--- src/rtl/bcc_pkg.sv ---
// constants shared by the buffered capture/compare timer
// assumes a 32-bit AHB-Lite register port and one 125 MHz core clock
`default_nettype none
package bcc_pkg;
   localparam int NUM_CH = 5;                       // timer channels
   localparam int DMA_CH = 4;                       // channels whose A request may start a transfer
   localparam int NUM_BR = 3;                       // buffer registers: ch3 A, ch3 B, ch4 B
   localparam int CLK_PERIOD_NS = 8;                // core clock period
   // per-channel register offsets, channel stride in bytes
   localparam logic [7:0] CH_SPAN  = 8'h20;
   localparam logic [7:0] OFF_CTRL = 8'h00;
   localparam logic [7:0] OFF_STAT = 8'h04;
   localparam logic [7:0] OFF_CNT  = 8'h08;
   localparam logic [7:0] OFF_GRA  = 8'h0C;
   localparam logic [7:0] OFF_GRB  = 8'h10;
   localparam logic [7:0] OFF_BRA  = 8'h14;
   localparam logic [7:0] OFF_BRB  = 8'h18;
   // shared register offsets
   localparam logic [7:0] OFF_RUN  = 8'hA0;
   localparam logic [7:0] OFF_FUNC = 8'hA4;
   localparam logic [7:0] OFF_OUTC = 8'hA8;
   // channel control fields
   localparam int CTL_W        = 13;
   localparam int CTL_PSC_LSB  = 0;
   localparam int CTL_CLR_LSB  = 2;
   localparam int CTL_CAPA     = 4;
   localparam int CTL_EDGA_LSB = 6;
   localparam int CTL_IEA      = 10;
   localparam int CTL_IEW      = 12;
   localparam logic [1:0] CLR_A = 2'h1;
   localparam logic [1:0] CLR_B = 2'h2;
   // status flag positions
   localparam int FLG_A = 0;
   localparam int FLG_B = 1;
   localparam int FLG_W = 2;
   // function control fields
   localparam int FN_BUF_A3 = 2;
   localparam int FN_BUF_B3 = 3;
   localparam int FN_BUF_B4 = 4;
   localparam logic [1:0] MODE_COMP  = 2'h2;
   localparam logic [1:0] MODE_RSYNC = 2'h3;
   // reset values
   localparam logic [15:0]      CNT_RST  = 16'h0000;
   localparam logic [15:0]      GR_RST   = 16'hFFFF;
   localparam logic [CTL_W-1:0] CTRL_RST = 13'h0000;
   localparam logic [4:0]       FUNC_RST = 5'h00;
   // three-state cpu access cycle
   typedef enum logic [1:0] {BS_IDLE, BS_T2, BS_T3} bcc_bus_e;
endpackage
`default_nettype wire

--- src/rtl/bcc_timer.sv ---
// five-channel 16-bit capture/compare timer with buffer registers and an AHB-Lite slave
// assumes pins arrive asynchronously; requests go to an outside interrupt and transfer controller
//
// Overview of operation
// buffer registers exist on channels 3, 4 only
// compare match copies buffer into general register
// capture: counter into general, old into buffer
// complementary mode: copy at A3 up-match, ch4 underflow
// reset-synchronized mode: copy at A3 match
// only enabled registers use buffers
// polarity bits invert ch3/ch4 pins in PWM
// match flag set as counter leaves match
// capture sets flag and loads counter value
// wrap flag on FFFF-0000 or 0000-FFFF
// flag clears by read-one then write-zero
// fifteen requests: flag and enable both set
// only channel 0-3 A requests start transfers
// request order channel 0 to 4, A,B,wrap
// clear in write T3 wins, data dropped
// word write T3 suppresses increment
// byte write T2/T3: no increment either half
// ch3 B above A3: output never toggles (code toggles on every ch3 B match, e.g. B3 = A3+1 in complementary mode)
// general write T3 suppresses compare match
// capture in T3 wins over general write
// capture in T3 wins over buffer write
// complementary: A3 flag up-match, ch4 wrap underflow
// each cpu access is a three-state cycle
// per-flag record of being read as one
`timescale 1ns/100ps
`default_nettype none
module bcc_timer
   import bcc_pkg::*;
(
   input  wire logic              core_clk,
   input  wire logic              rst,
   input  wire logic              hsel,
   input  wire logic [31:0]       haddr,
   input  wire logic [1:0]        htrans,
   input  wire logic              hwrite,
   input  wire logic [2:0]        hsize,
   input  wire logic [31:0]       hwdata,
   input  wire logic              hready,
   output logic                   hreadyout,
   output logic [31:0]            hrdata,
   output logic                   hresp,
   input  wire logic [NUM_CH-1:0] timer_pin_a_in,
   input  wire logic [NUM_CH-1:0] timer_pin_b_in,
   output logic [NUM_CH-1:0]      timer_pin_a_out,
   output logic [NUM_CH-1:0]      timer_pin_a_oe,
   output logic [NUM_CH-1:0]      timer_pin_b_out,
   output logic [NUM_CH-1:0]      timer_pin_b_oe,
   output logic [NUM_CH-1:0]      match_capture_irq_a,
   output logic [NUM_CH-1:0]      match_capture_irq_b,
   output logic [NUM_CH-1:0]      wrap_irq,
   output logic [DMA_CH-1:0]      dma_req
);

   ////////////////////////////////////////////////////////////////////////////////
   // helper functions

   // register hit for a channel slot
   function automatic logic hit(input logic [7:0] a, input int c, input logic [7:0] off);
      return (a[7:5] == 3'(c)) && (a[4:0] == off[4:0]);
   endfunction

   // byte-lane merge of write data into a 16-bit register
   function automatic logic [15:0] merge16(input logic [15:0] o, input logic [31:0] w, input logic [3:0] be);
      return {be[1] ? w[15:8] : o[15:8], be[0] ? w[7:0] : o[7:0]};
   endfunction

   // byte enables from size and low address
   function automatic logic [3:0] byte_en(input logic [2:0] sz, input logic [1:0] a);
      case (sz)
         3'h0: byte_en = 4'h1 << a;
         3'h1: byte_en = a[1] ? 4'hC : 4'h3;
         default: byte_en = 4'hF;
      endcase
   endfunction

   // prescaler tap mask
   function automatic logic [2:0] psc_mask(input logic [1:0] sel);
      case (sel)
         2'h0: psc_mask = 3'h0;
         2'h1: psc_mask = 3'h1;
         2'h2: psc_mask = 3'h3;
         default: psc_mask = 3'h7;
      endcase
   endfunction

   // buffer enable per channel and register, none below channel 3
   function automatic logic buf_on(input logic [4:0] fn, input int c, input int ab);
      if (c == 3)
         return (ab == 0) ? fn[FN_BUF_A3] : fn[FN_BUF_B3];
      else if (c == 4 && ab == 1)
         return fn[FN_BUF_B4];
      else
         return 1'b0;
   endfunction

   // buffer slot of a channel register
   function automatic int br_idx(input int c, input int ab);
      return (c == 3) ? ab : 2;
   endfunction

   ////////////////////////////////////////////////////////////////////////////////
   // state

   bcc_bus_e           st_r, st_nxt;
   logic [7:0]         addr_r;
   logic               wr_r;
   logic [3:0]         be_r;
   logic               accept, wr_t3;
   logic [31:0]        rd_nxt;
   logic [CTL_W-1:0]   ctrl_r [NUM_CH];
   logic [NUM_CH-1:0]  run_r;
   logic [4:0]         func_r;
   logic [1:0]         outc_r;
   logic [2:0]         psc_r;
   logic               dir_down_r;
   logic [15:0]        cnt_r [NUM_CH];
   logic [15:0]        gr_r [NUM_CH][2];
   logic [15:0]        br_r [NUM_BR];
   logic [2:0]         flag_r [NUM_CH];
   logic [2:0]         seen_r [NUM_CH];
   logic [NUM_CH-1:0]  s1_r [2];
   logic [NUM_CH-1:0]  s2_r [2];
   logic [NUM_CH-1:0]  s3_r [2];
   logic [NUM_CH-1:0]  lvl_r [2];
   logic [NUM_CH-1:0]  tick, up, wrap_up, wrap_dn, clr, cnt_wr, byte_win;
   logic [1:0]         cmp [NUM_CH];
   logic [1:0]         cap [NUM_CH];
   logic [2:0]         fset [NUM_CH];
   logic               comp_md, rsync_md, a3_up, c4_unf;

   assign comp_md  = (func_r[1:0] == MODE_COMP);
   assign rsync_md = (func_r[1:0] == MODE_RSYNC);
   assign accept   = hsel && hready && htrans[1];
   assign wr_t3    = (st_r == BS_T3) && wr_r;

   ////////////////////////////////////////////////////////////////////////////////
   // AHB-Lite slave: address phase, T2 wait state, T3 completion

   // next bus state
   always_comb begin
      case (st_r)
         BS_IDLE: st_nxt = accept ? BS_T2 : BS_IDLE;
         BS_T2:   st_nxt = BS_T3;
         BS_T3:   st_nxt = accept ? BS_T2 : BS_IDLE;
         default: st_nxt = BS_IDLE;
      endcase
   end

   // bus state and captured address phase
   always_ff @(posedge core_clk) begin
      if (rst) begin
         st_r      <= BS_IDLE;
         addr_r    <= 8'h00;
         wr_r      <= 1'b0;
         be_r      <= 4'h0;
         hreadyout <= 1'b1;
         hresp     <= 1'b0;
      end else begin
         st_r      <= st_nxt;
         hreadyout <= (st_nxt != BS_T2);
         hresp     <= 1'b0;                       // always OKAY
         if (accept && st_r != BS_T2) begin
            addr_r <= haddr[7:0];
            wr_r   <= hwrite;
            be_r   <= byte_en(hsize, haddr[1:0]);
         end
      end
   end

   // read mux, sampled in T2 so a T3 capture is not seen
   always_comb begin
      rd_nxt = 32'h0000_0000;
      if (addr_r == OFF_RUN)
         rd_nxt = {27'h0, run_r};
      else if (addr_r == OFF_FUNC)
         rd_nxt = {27'h0, func_r};
      else if (addr_r == OFF_OUTC)
         rd_nxt = {30'h0, outc_r};
      for (int c = 0; c < NUM_CH; c++) begin
         if (hit(addr_r, c, OFF_CTRL)) rd_nxt = {19'h0, ctrl_r[c]};
         if (hit(addr_r, c, OFF_STAT)) rd_nxt = {29'h0, flag_r[c]};
         if (hit(addr_r, c, OFF_CNT))  rd_nxt = {16'h0, cnt_r[c]};
         if (hit(addr_r, c, OFF_GRA))  rd_nxt = {16'h0, gr_r[c][0]};
         if (hit(addr_r, c, OFF_GRB))  rd_nxt = {16'h0, gr_r[c][1]};
         if (c == 3 && hit(addr_r, c, OFF_BRA)) rd_nxt = {16'h0, br_r[0]};
         if (c >= 3 && hit(addr_r, c, OFF_BRB)) rd_nxt = {16'h0, br_r[br_idx(c, 1)]};
      end
   end

   // read data register
   always_ff @(posedge core_clk) begin
      if (rst)
         hrdata <= 32'h0000_0000;
      else if (st_r == BS_T2 && !wr_r)
         hrdata <= rd_nxt;
   end

   ////////////////////////////////////////////////////////////////////////////////
   // control registers

   // run, function, output level and channel control writes
   always_ff @(posedge core_clk) begin
      if (rst) begin
         run_r  <= 5'h00;
         func_r <= FUNC_RST;
         outc_r <= 2'h0;
         for (int c = 0; c < NUM_CH; c++) ctrl_r[c] <= CTRL_RST;
      end else if (wr_t3) begin
         if (addr_r == OFF_RUN && be_r[0])  run_r  <= hwdata[4:0];
         if (addr_r == OFF_FUNC && be_r[0]) func_r <= hwdata[4:0];
         if (addr_r == OFF_OUTC && be_r[0]) outc_r <= hwdata[1:0];
         for (int c = 0; c < NUM_CH; c++)
            if (hit(addr_r, c, OFF_CTRL))
               ctrl_r[c] <= {be_r[1] ? hwdata[12:8] : ctrl_r[c][12:8], be_r[0] ? hwdata[7:0] : ctrl_r[c][7:0]};
      end
   end

   // free-running prescaler
   always_ff @(posedge core_clk) begin
      if (rst)
         psc_r <= 3'h0;
      else
         psc_r <= psc_r + 3'h1;
   end

   // pin synchronisers, third stage for edge detection
   always_ff @(posedge core_clk) begin
      if (rst) begin
         for (int ab = 0; ab < 2; ab++) begin
            s1_r[ab] <= 5'h00;
            s2_r[ab] <= 5'h00;
            s3_r[ab] <= 5'h00;
         end
      end else begin
         s1_r[0] <= timer_pin_a_in;
         s1_r[1] <= timer_pin_b_in;
         for (int ab = 0; ab < 2; ab++) begin
            s2_r[ab] <= s1_r[ab];
            s3_r[ab] <= s2_r[ab];
         end
      end
   end

   ////////////////////////////////////////////////////////////////////////////////
   // timer events

   // ticks, matches, captures, wraps and clears per channel
   always_comb begin
      logic       capm;
      logic [1:0] edg;
      logic       rise;
      logic       fall;
      capm = 1'b0;
      edg  = 2'h0;
      rise = 1'b0;
      fall = 1'b0;
      for (int c = 0; c < NUM_CH; c++) begin
         up[c]   = !(comp_md && c >= 3 && dir_down_r);
         tick[c] = run_r[c] && ((psc_r & psc_mask(ctrl_r[c][CTL_PSC_LSB +: 2])) == 3'h0);
         for (int ab = 0; ab < 2; ab++) begin
            capm = ctrl_r[c][CTL_CAPA + ab];
            edg  = ctrl_r[c][CTL_EDGA_LSB + 2 * ab +: 2];
            rise = s2_r[ab][c] && !s3_r[ab][c];
            fall = !s2_r[ab][c] && s3_r[ab][c];
            cap[c][ab] = capm && ((edg[0] && rise) || (edg[1] && fall));
            // match on the tick that leaves the matching count
            cmp[c][ab] = !capm && tick[c] && (cnt_r[c] == gr_r[c][ab])
                         && !(wr_t3 && hit(addr_r, c, (ab == 0) ? OFF_GRA : OFF_GRB));
         end
         wrap_up[c]  = tick[c] && up[c] && (cnt_r[c] == 16'hFFFF);
         wrap_dn[c]  = tick[c] && !up[c] && (cnt_r[c] == 16'h0000);
         clr[c]      = ((ctrl_r[c][CTL_CLR_LSB +: 2] == CLR_A) && (cmp[c][0] || cap[c][0]))
                    || ((ctrl_r[c][CTL_CLR_LSB +: 2] == CLR_B) && (cmp[c][1] || cap[c][1]))
                    || (rsync_md && c == 3 && cmp[c][0]);
         cnt_wr[c]   = wr_t3 && hit(addr_r, c, OFF_CNT);
         byte_win[c] = wr_r && (st_r != BS_IDLE) && hit(addr_r, c, OFF_CNT) && (be_r[1:0] != 2'h3);
      end
      a3_up  = comp_md && cmp[3][0] && !dir_down_r;
      c4_unf = comp_md && wrap_dn[4];
      for (int c = 0; c < NUM_CH; c++) begin
         fset[c][FLG_A] = (comp_md && c == 3) ? a3_up : (cmp[c][0] || cap[c][0]);
         fset[c][FLG_B] = cmp[c][1] || cap[c][1];
         fset[c][FLG_W] = (comp_md && c == 4) ? wrap_dn[c] : (wrap_up[c] || wrap_dn[c]);
      end
   end

   // up/down direction shared by channels 3 and 4
   always_ff @(posedge core_clk) begin
      if (rst || !comp_md)
         dir_down_r <= 1'b0;
      else if (a3_up)
         dir_down_r <= 1'b1;
      else if (c4_unf)
         dir_down_r <= 1'b0;
   end

   ////////////////////////////////////////////////////////////////////////////////
   // counters, general and buffer registers

   // counter: clear beats write beats increment
   always_ff @(posedge core_clk) begin
      for (int c = 0; c < NUM_CH; c++) begin
         if (rst)
            cnt_r[c] <= CNT_RST;
         else if (clr[c])
            cnt_r[c] <= CNT_RST;
         else if (cnt_wr[c])
            cnt_r[c] <= merge16(cnt_r[c], hwdata, be_r);
         else if (tick[c] && !byte_win[c])
            cnt_r[c] <= up[c] ? cnt_r[c] + 16'h1 : cnt_r[c] - 16'h1;
      end
   end

   // general registers: capture, then buffer copy, then cpu write
   always_ff @(posedge core_clk) begin
      for (int c = 0; c < NUM_CH; c++) begin
         for (int ab = 0; ab < 2; ab++) begin
            if (rst)
               gr_r[c][ab] <= GR_RST;
            else if (cap[c][ab])
               gr_r[c][ab] <= cnt_r[c];
            else if (buf_on(func_r, c, ab) && (comp_md ? (a3_up || c4_unf)
                                             : rsync_md ? cmp[3][0]
                                             : cmp[c][ab]))
               gr_r[c][ab] <= br_r[br_idx(c, ab)];
            else if (wr_t3 && hit(addr_r, c, (ab == 0) ? OFF_GRA : OFF_GRB))
               gr_r[c][ab] <= merge16(gr_r[c][ab], hwdata, be_r);
         end
      end
   end

   // buffer registers: slot 0 ch3 A, 1 ch3 B, 2 ch4 B
   always_ff @(posedge core_clk) begin
      for (int k = 0; k < NUM_BR; k++) begin
         if (rst)
            br_r[k] <= GR_RST;
         else if (buf_on(func_r, (k < 2) ? 3 : 4, (k == 0) ? 0 : 1) && cap[(k < 2) ? 3 : 4][(k == 0) ? 0 : 1])
            br_r[k] <= gr_r[(k < 2) ? 3 : 4][(k == 0) ? 0 : 1];
         else if (wr_t3 && hit(addr_r, (k < 2) ? 3 : 4, (k == 0) ? OFF_BRA : OFF_BRB))
            br_r[k] <= merge16(br_r[k], hwdata, be_r);
      end
   end

   ////////////////////////////////////////////////////////////////////////////////
   // status flags with read-as-one record

   // set wins over clear; clear needs an earlier read as one
   always_ff @(posedge core_clk) begin
      for (int c = 0; c < NUM_CH; c++) begin
         if (rst) begin
            flag_r[c] <= 3'h0;
            seen_r[c] <= 3'h0;
         end else if (wr_t3 && hit(addr_r, c, OFF_STAT) && be_r[0]) begin
            flag_r[c] <= fset[c] | (flag_r[c] & ~(seen_r[c] & ~hwdata[2:0]));
            seen_r[c] <= seen_r[c] & hwdata[2:0];
         end else begin
            flag_r[c] <= fset[c] | flag_r[c];
            if (st_r == BS_T2 && !wr_r && hit(addr_r, c, OFF_STAT))
               seen_r[c] <= seen_r[c] | flag_r[c];
         end
      end
   end

   ////////////////////////////////////////////////////////////////////////////////
   // pins and requests

   // pin levels toggle on compare match, inverted for ch3/ch4 in PWM modes
   always_ff @(posedge core_clk) begin
      for (int ab = 0; ab < 2; ab++) begin
         for (int c = 0; c < NUM_CH; c++) begin
            if (rst) begin
               lvl_r[ab][c] <= 1'b0;
            end else if (cmp[c][ab]) begin
               lvl_r[ab][c] <= !lvl_r[ab][c];
            end
         end
      end
   end

   // pin output flops
   always_ff @(posedge core_clk) begin
      for (int c = 0; c < NUM_CH; c++) begin
         if (rst) begin
            timer_pin_a_out[c] <= 1'b0;
            timer_pin_b_out[c] <= 1'b0;
            timer_pin_a_oe[c]  <= 1'b0;
            timer_pin_b_oe[c]  <= 1'b0;
         end else begin
            // index kept in range for channels below 3, where polarity never applies
            timer_pin_a_out[c] <= lvl_r[0][c] ^ ((comp_md || rsync_md) && c >= 3 && outc_r[(c >= 3) ? c - 3 : 0]);
            timer_pin_b_out[c] <= lvl_r[1][c] ^ ((comp_md || rsync_md) && c >= 3 && outc_r[(c >= 3) ? c - 3 : 0]);
            timer_pin_a_oe[c]  <= !ctrl_r[c][CTL_CAPA];
            timer_pin_b_oe[c]  <= !ctrl_r[c][CTL_CAPA + 1];
         end
      end
   end

   // request lines, bit 0 highest ranked
   always_ff @(posedge core_clk) begin
      for (int c = 0; c < NUM_CH; c++) begin
         if (rst) begin
            match_capture_irq_a[c] <= 1'b0;
            match_capture_irq_b[c] <= 1'b0;
            wrap_irq[c]            <= 1'b0;
         end else begin
            match_capture_irq_a[c] <= flag_r[c][FLG_A] && ctrl_r[c][CTL_IEA];
            match_capture_irq_b[c] <= flag_r[c][FLG_B] && ctrl_r[c][CTL_IEA + 1];
            wrap_irq[c]            <= flag_r[c][FLG_W] && ctrl_r[c][CTL_IEW];
         end
      end
      for (int c = 0; c < DMA_CH; c++) begin
         if (rst)
            dma_req[c] <= 1'b0;
         else
            dma_req[c] <= flag_r[c][FLG_A] && ctrl_r[c][CTL_IEA];
      end
   end
endmodule
`default_nettype wire

--- config.mk ---
export PLATFORM = sky130hd
export DESIGN_NAME = bcc_timer
export DESIGN_NICKNAME = d
export VERILOG_FILES = /design/src/rtl/bcc_pkg.sv /design/src/rtl/bcc_timer.sv
export SDC_FILE = /design/constraint.sdc
export NUM_CORES = 1
export LEC_CHECK = 0
export BUFFER_PORTS_ARGS = -buffer_cell sky130_fd_sc_hd__buf_2
export CAP_MARGIN = 0
export CORE_MARGIN = 3
export CORE_UTILIZATION = 29
export CTS_BUF_LIST = sky130_fd_sc_hd__clkbuf_8
export DETAILED_ROUTE_END_ITERATION = 12
export SLEW_MARGIN = 5
export SYNTH_ARGS = -nofsm -noshare
export SYNTH_HDL_FRONTEND = slang
export SYNTH_SLANG_ARGS = --single-unit
export TNS_END_PERCENT = 20
--- constraint.sdc ---
create_clock -name core_clk -period 9.7 [get_ports core_clk]
set_clock_uncertainty 0.2 [all_clocks]
set_input_delay 0 -clock core_clk [delete_from_list [all_inputs] [get_ports core_clk]]
set_output_delay 0 -clock core_clk [all_outputs]
set_load 0.005 [all_outputs]
; After elaboration in Yosys (flattened, before gate mapping)
; Memories as Yosys holds them, arrays and structs flattened.
; Cells that the tools add are included.
[totals]
register_bits = 97
mem_count = 10
ram_bits = 423
output_inout_bits = 73
elab_cells = 1099
[mem_list]
columns = name, words, word_bits, rd, rd_clocked_by_memory_dff, write_ports, line
row1 = gr_r, 5, 32, 5, 0, 5, bcc_timer.sv:121  ; logic [15:0] gr_r [NUM_CH][2];
row2 = cnt_r, 5, 16, 5, 0, 5, bcc_timer.sv:120  ; logic [15:0] cnt_r [NUM_CH];
row3 = ctrl_r, 5, 13, 5, 0, 5, bcc_timer.sv:114  ; logic [CTL_W-1:0] ctrl_r [NUM_CH];
row4 = br_r, 3, 16, 3, 0, 3, bcc_timer.sv:122  ; logic [15:0] br_r [NUM_BR];
row5 = flag_r, 5, 3, 5, 0, 5, bcc_timer.sv:123  ; logic [2:0] flag_r [NUM_CH];
row6 = seen_r, 5, 3, 5, 0, 5, bcc_timer.sv:124  ; logic [2:0] seen_r [NUM_CH];
row7 = 4 more memories, -, -, -, -, -, -
[classes]
n_reduce_logical = 338
mux = 530
shifts = 1
n_eq_ne = 56
n_addsub = 8
n_bitwise = 137
[ops]
columns = op, count
row1 = 32-bit two-way mux, 30
row2 = 16-bit two-way mux, 53
row3 = 1-bit two-way mux, 361
row4 = 8-bit two-way mux, 41
row5 = 1-bit logical AND, 226
row6 = 16-bit == test, 10
row7 = 1-bit bitwise OR, 92
row8 = "16-bit by 1-bit adder with 16-bit output, second input constant", 5
row9 = "16-bit == test, second input constant", 5
row10 = 13-bit two-way mux, 5
row11 = 3-bit bitwise AND, 20
row12 = 3-bit two-way mux, 20
row13 = 1-bit logical NOT, 59
row14 = 5-bit two-way mux, 11
row15 = 3-bit bitwise OR, 15
row16 = 3-bit one-hot mux with 3 select lines, 5
row17 = 16-bit logical NOT, 2
row18 = "16-bit by 1-bit subtractor with 16-bit output, second input constant", 2
row19 = 1-bit logical OR, 31
row20 = "2-bit == test, second input constant", 13
row21 = "8-bit == test, second input constant", 3
row22 = "2-bit by 1-bit == test with 1-bit output, second input constant", 11
row23 = 3-bit logical NOT, 7
row24 = 3-bit NOT, 6
row25 = other kinds (18), 37

; Longest topological paths before layout
[logic_depth]
ltp_word = 32
ltp_mapped = 13
ltp_nobuf = 12

; Worst setup path after synthesis
; OpenSTA, ideal clock, no wires.
[synth_timing]
path_type = flip-flop to flip-flop
from = reg func_r[1]
to = mem cnt_r[3][13], data pin
period_less_slack_ps = 4003
arrival_ps = 3547
t_required_ps = 9244
slack_ps = 5697
n_path_buf = 1
setup_time_ps = 256
path_stages_with_launch = 14
path_cell_list = dfxtp_1 > buf_2 > nor2b_1 > nand2_1 > inv_1 > ha_1 > a211oi_1 > nor2_1 > or4_1 > a221o_1 > a41oi_1 > nor2b_1 > xnor2_1 > a22o_1
[synth_lines]
columns = element, line
row1 = from (decl), bcc_timer.sv:116  ; logic [4:0] func_r;
row2 = from (signal assigned), bcc_timer.sv:214  ; if (addr_r == OFF_FUNC && be_r[0]) func_r <= hwdata[4:0];
row3 = to (decl), bcc_timer.sv:120

==> flow_summary_export.csv <==
group,metric,value,unit
cts,clkTransAtPathRegs,0.06,ns
synth,synth.most_common_cell,"edfxtp_1",
detailed_routing,wire_per_inst,28.2,um
synth,yosysTopAreaCell,"edfxtp_1",
critical_path,start_kind,"register",
place,port_buffers,98,
critical_path,r2r_slack,4.29,ns
floorplanning,core_area,0.0974,mm^2
global_routing,grtUsageTotal,0.226,
synth,async_reset_ff_frac,0,
power_and_ir_drop,powerDensity,150,mW/mm^2
critical_path,cp_top_family,"simple AND/OR/NAND/NOR gates",
synth,yosysUniqueCellTypes,84,
floorplanning,fp.dieH,321,um
cells_and_area,fill_cells,10000,
floorplanning,die_width,321,um
synth,synth-simple-area-share,0.153,
synth,ys_top_cells_by_count,"edfxtp_1, clkbuf_1, nor2_1",
critical_path,worstPathCellList,"nor2b_1, nand2_1, inv_1, buf_4, ha_1, a211oi_1, nor2_1, or4_1, a221o_1, a41oi_1, nor2b_1, xnor2_1, a22o_1",
synth,synth_mux_area_frac,0.00823,
detailed_routing,drt_drc_violations_left,0,
cts,clock_sinks,504,
worst_hold_path,hold_path_startpoint,"hsel",
critical_path,cp.required,9.93,ns
critical_path,arrival,5.63,ns
cells_and_area,fin_util,0.340,
outcome,outcome,"finished clean",
place,hpwl,82.9,mm
detailed_routing,num_vias,25800,
synth,avgSynthCellArea,10.2,um^2
global_routing,grt_pass1_vias,23700,
timing,fmax,0.185,GHz
critical_path,worst_path_largest_cell_delay,0.66,ns
critical_path,path_max_fanout,17,
cts,cts_tree,"built",
detailed_routing,vias_per_cell,6.02,
synth,synthTopCellsByArea,"edfxtp_1, dfxtp_1, o22a_1, xor2_1, xnor2_1",
timing,finalHoldViolCount,0,
global_routing,grt_pass1_wl,171,mm
cts,clkLatencyLatePin,0.71,ns
critical_path,r2r_start,"func_r[1]$_SDFFE_PP0P_",
synth,synth_compound_area_frac,0.217,
critical_path,crit_slowest_cell,"dfxtp_1",
cells_and_area,syn2layout_area_growth,15.2,%
synth,synth_top_family_by_area,"compound AO/OA/AOI/OAI gates",
detailed_routing,drtIter0Drc,4351,
synth,synth.top_cell.area_share,0.411,
synth,ys_warn_count,0,
timing,fin_crit_sh,0.557,
floorplanning,boundaryPins,157,
synth,synthesis.area,0.0287,mm^2
timing,setup_viol,0,
critical_path,critical_path_class,"reg -> reg",
detailed_routing,ant_nets,0,
global_routing,antenna_found_initial,10,
power_and_ir_drop,peakVddDrop,0.0778,mV
detailed_routing,drt_first_pass_iters,8,
cts,numCtsBuffers,93,
synth,ys.flop_type,"edfxtp_1",
cts,clk_path_buf_depth,3,
synth,synth.yosys.seq_area_share,0.488,
floorplanning,row_count,114,
place,gp_congestion,0.982,
timing,max-slew-margin-rel,0.110,
cells_and_area,finalNetCount,3038,
worst_hold_path,hold-path-endpoint,"wr_r$_SDFFE_PP0P_",
flow_run,drv_cap,0,
detailed_routing,wl_met2,50.2,mm
power_and_ir_drop,power.leakage,10.4,nW
critical_path,reg2reg_depth,13,
floorplanning,start_util,0.295,
timing,tns,0,ns
detailed_routing,wl,121,mm
timing,slew_viol_final,0,
floorplanning,dieArea,0.103,mm^2
global_routing,grt_max_degree,91,
synth,synth_fa_ha_area_frac,0.0153,
detailed_routing,met1_length,48.0,mm
global_routing,grt_overflow_total,0,
synth,netlist_instances,2817,
critical_path,cp_num_buf_inv,2,
synth,synth_edf_count,393,
critical_path,timing.rr.end,"cnt_r[3][13]$_DFFE_PP_",
timing,worst_slew_pin_slew,1.30,ns
critical_path,crit_path_end_kind,"register",
worst_hold_path,hold_depth,5,
timing,grt_setup_unrepaired,"false",
cts,cts.htree.levels,3,
synth,synth-xor-area-share,0.0714,
detailed_routing,wl_met3,16.2,mm
detailed_routing,top_layer,"met5",
timing,layout_min_cycle_time,5.41,ns
critical_path,cp_common_cell,"nor2b_1",
synth,ys_seq_elements,504,
worst_hold_path,hold_path_class,"in -> reg",
power_and_ir_drop,total_power,4.97,mW
cells_and_area,drive_gt1_frac,0.132,
cts,root_buffer,"clkbuf_8",
cts,cts_resized,0,
==> metrics by stage <==
stage          instances  setup slack (ns)  hold WS (ns)  cell area, um^2
2_1_floorplan       2847              5.70       -0.0718            28800
3_3_place_gp        4010              4.56        0.0486            30300
3_5_place_dp        4010              4.48        0.0478            30300
4_1_cts             4274              4.42        0.0623            33100
5_1_grt             4277              4.16         0.146            33100
6_report            4278              4.29         0.146            33100
==> where the power goes <==
| part | internal (mW) | switching, mW | total [mW] |
|---|---|---|---|
| Combinational | 0.130 | 0.275 | 0.405 |
| Sequential | 2.37 | 0.0806 | 2.45 |
| Clock | 1.11 | 1.00 | 2.11 |
==> placed cells by master (no fill, tap or decap), types with 100 or more instances in the layout <==
master      n
dfxtp_1   111
nor2_1    207
nand2_1   175
xnor2_1   115
a21oi_1   129
edfxtp_1  393
o22a_1    151
clkbuf_8  110
xor2_1    119
o21ai_0   132
nand3_1   100
==> final cells by class <==
type,count,area [um^2],area share
Multi-Input combinational cell,2026,13500,0.408
Timing Repair Buffer,262,1970,0.0595
Clock buffer,109,1500,0.0453
Clock inverter,64,374,0.0113
Inverter,33,124,0.00374
Antenna cell,4,10.0,0.000302
Sequential cell,504,14000,0.424
Tap cell,1276,1600,0.0482
==> per-layer routing <==
layer	vias up	global-route usage
met5	-	0
li1	10800	-
met2	1884	0.328
met1	12700	0.313
met3	368	0.0603
met4	6	0.106
==> registers in the layout, summed over array words and instances, names as in the netlist, 15 cells and up <==
signal,count
br_r,48
ctrl_r,65
gr_r,160
hrdata,16
seen_r,15
flag_r,15
cnt_r,80
==> kinds of logic after synthesis <==
| group | after synthesis |
|---|---|
| adders and majority gates | 34 |
| muxes | 21 |
| and+or+nand+nor | 855 |
| DFF | 504 |
| xor gates and xnor gates | 234 |
| AOI/OAI and AO/OA | 850 |
| other | 2 |
| buffers and inverters | 317 |
==> worst max-delay path by stage <==
stage,endpoint,start,cells past startpoint
2_1_floorplan,cnt_r[3][13]$_DFFE_PP_,func_r[1]$_SDFFE_PP0P_,13
3_3_place_gp,cnt_r[3][13]$_DFFE_PP_,func_r[1]$_SDFFE_PP0P_,13
3_5_place_dp,cnt_r[3][13]$_DFFE_PP_,func_r[1]$_SDFFE_PP0P_,13
4_1_cts,cnt_r[3][13]$_DFFE_PP_,func_r[1]$_SDFFE_PP0P_,13
5_1_grt,cnt_r[3][13]$_DFFE_PP_,func_r[1]$_SDFFE_PP0P_,13
6_report,cnt_r[3][13]$_DFFE_PP_,func_r[1]$_SDFFE_PP0P_,13
==> worst reg2reg max path, delay by kind of cell, from the launching register on <==
family / cells / cell delay, ns
DFF: 1 / 0.66
and+or+nand+nor: 5 / 1.77
xor gates and xnor gates: 1 / 0.08
buffers and inverters: 2 / 1.06
adders and majority gates: 1 / 0.31
AOI/OAI and AO/OA: 4 / 1.06
==> repair_timing <==
| action | CTS | global route |
|---|---|---|
| hold buffers | 91 | 0 |
| endpoints found under the hold margin | 385 | 0 |
| buffers inserted | 0 | 0 |
Power figures use the tool's default switching activity.
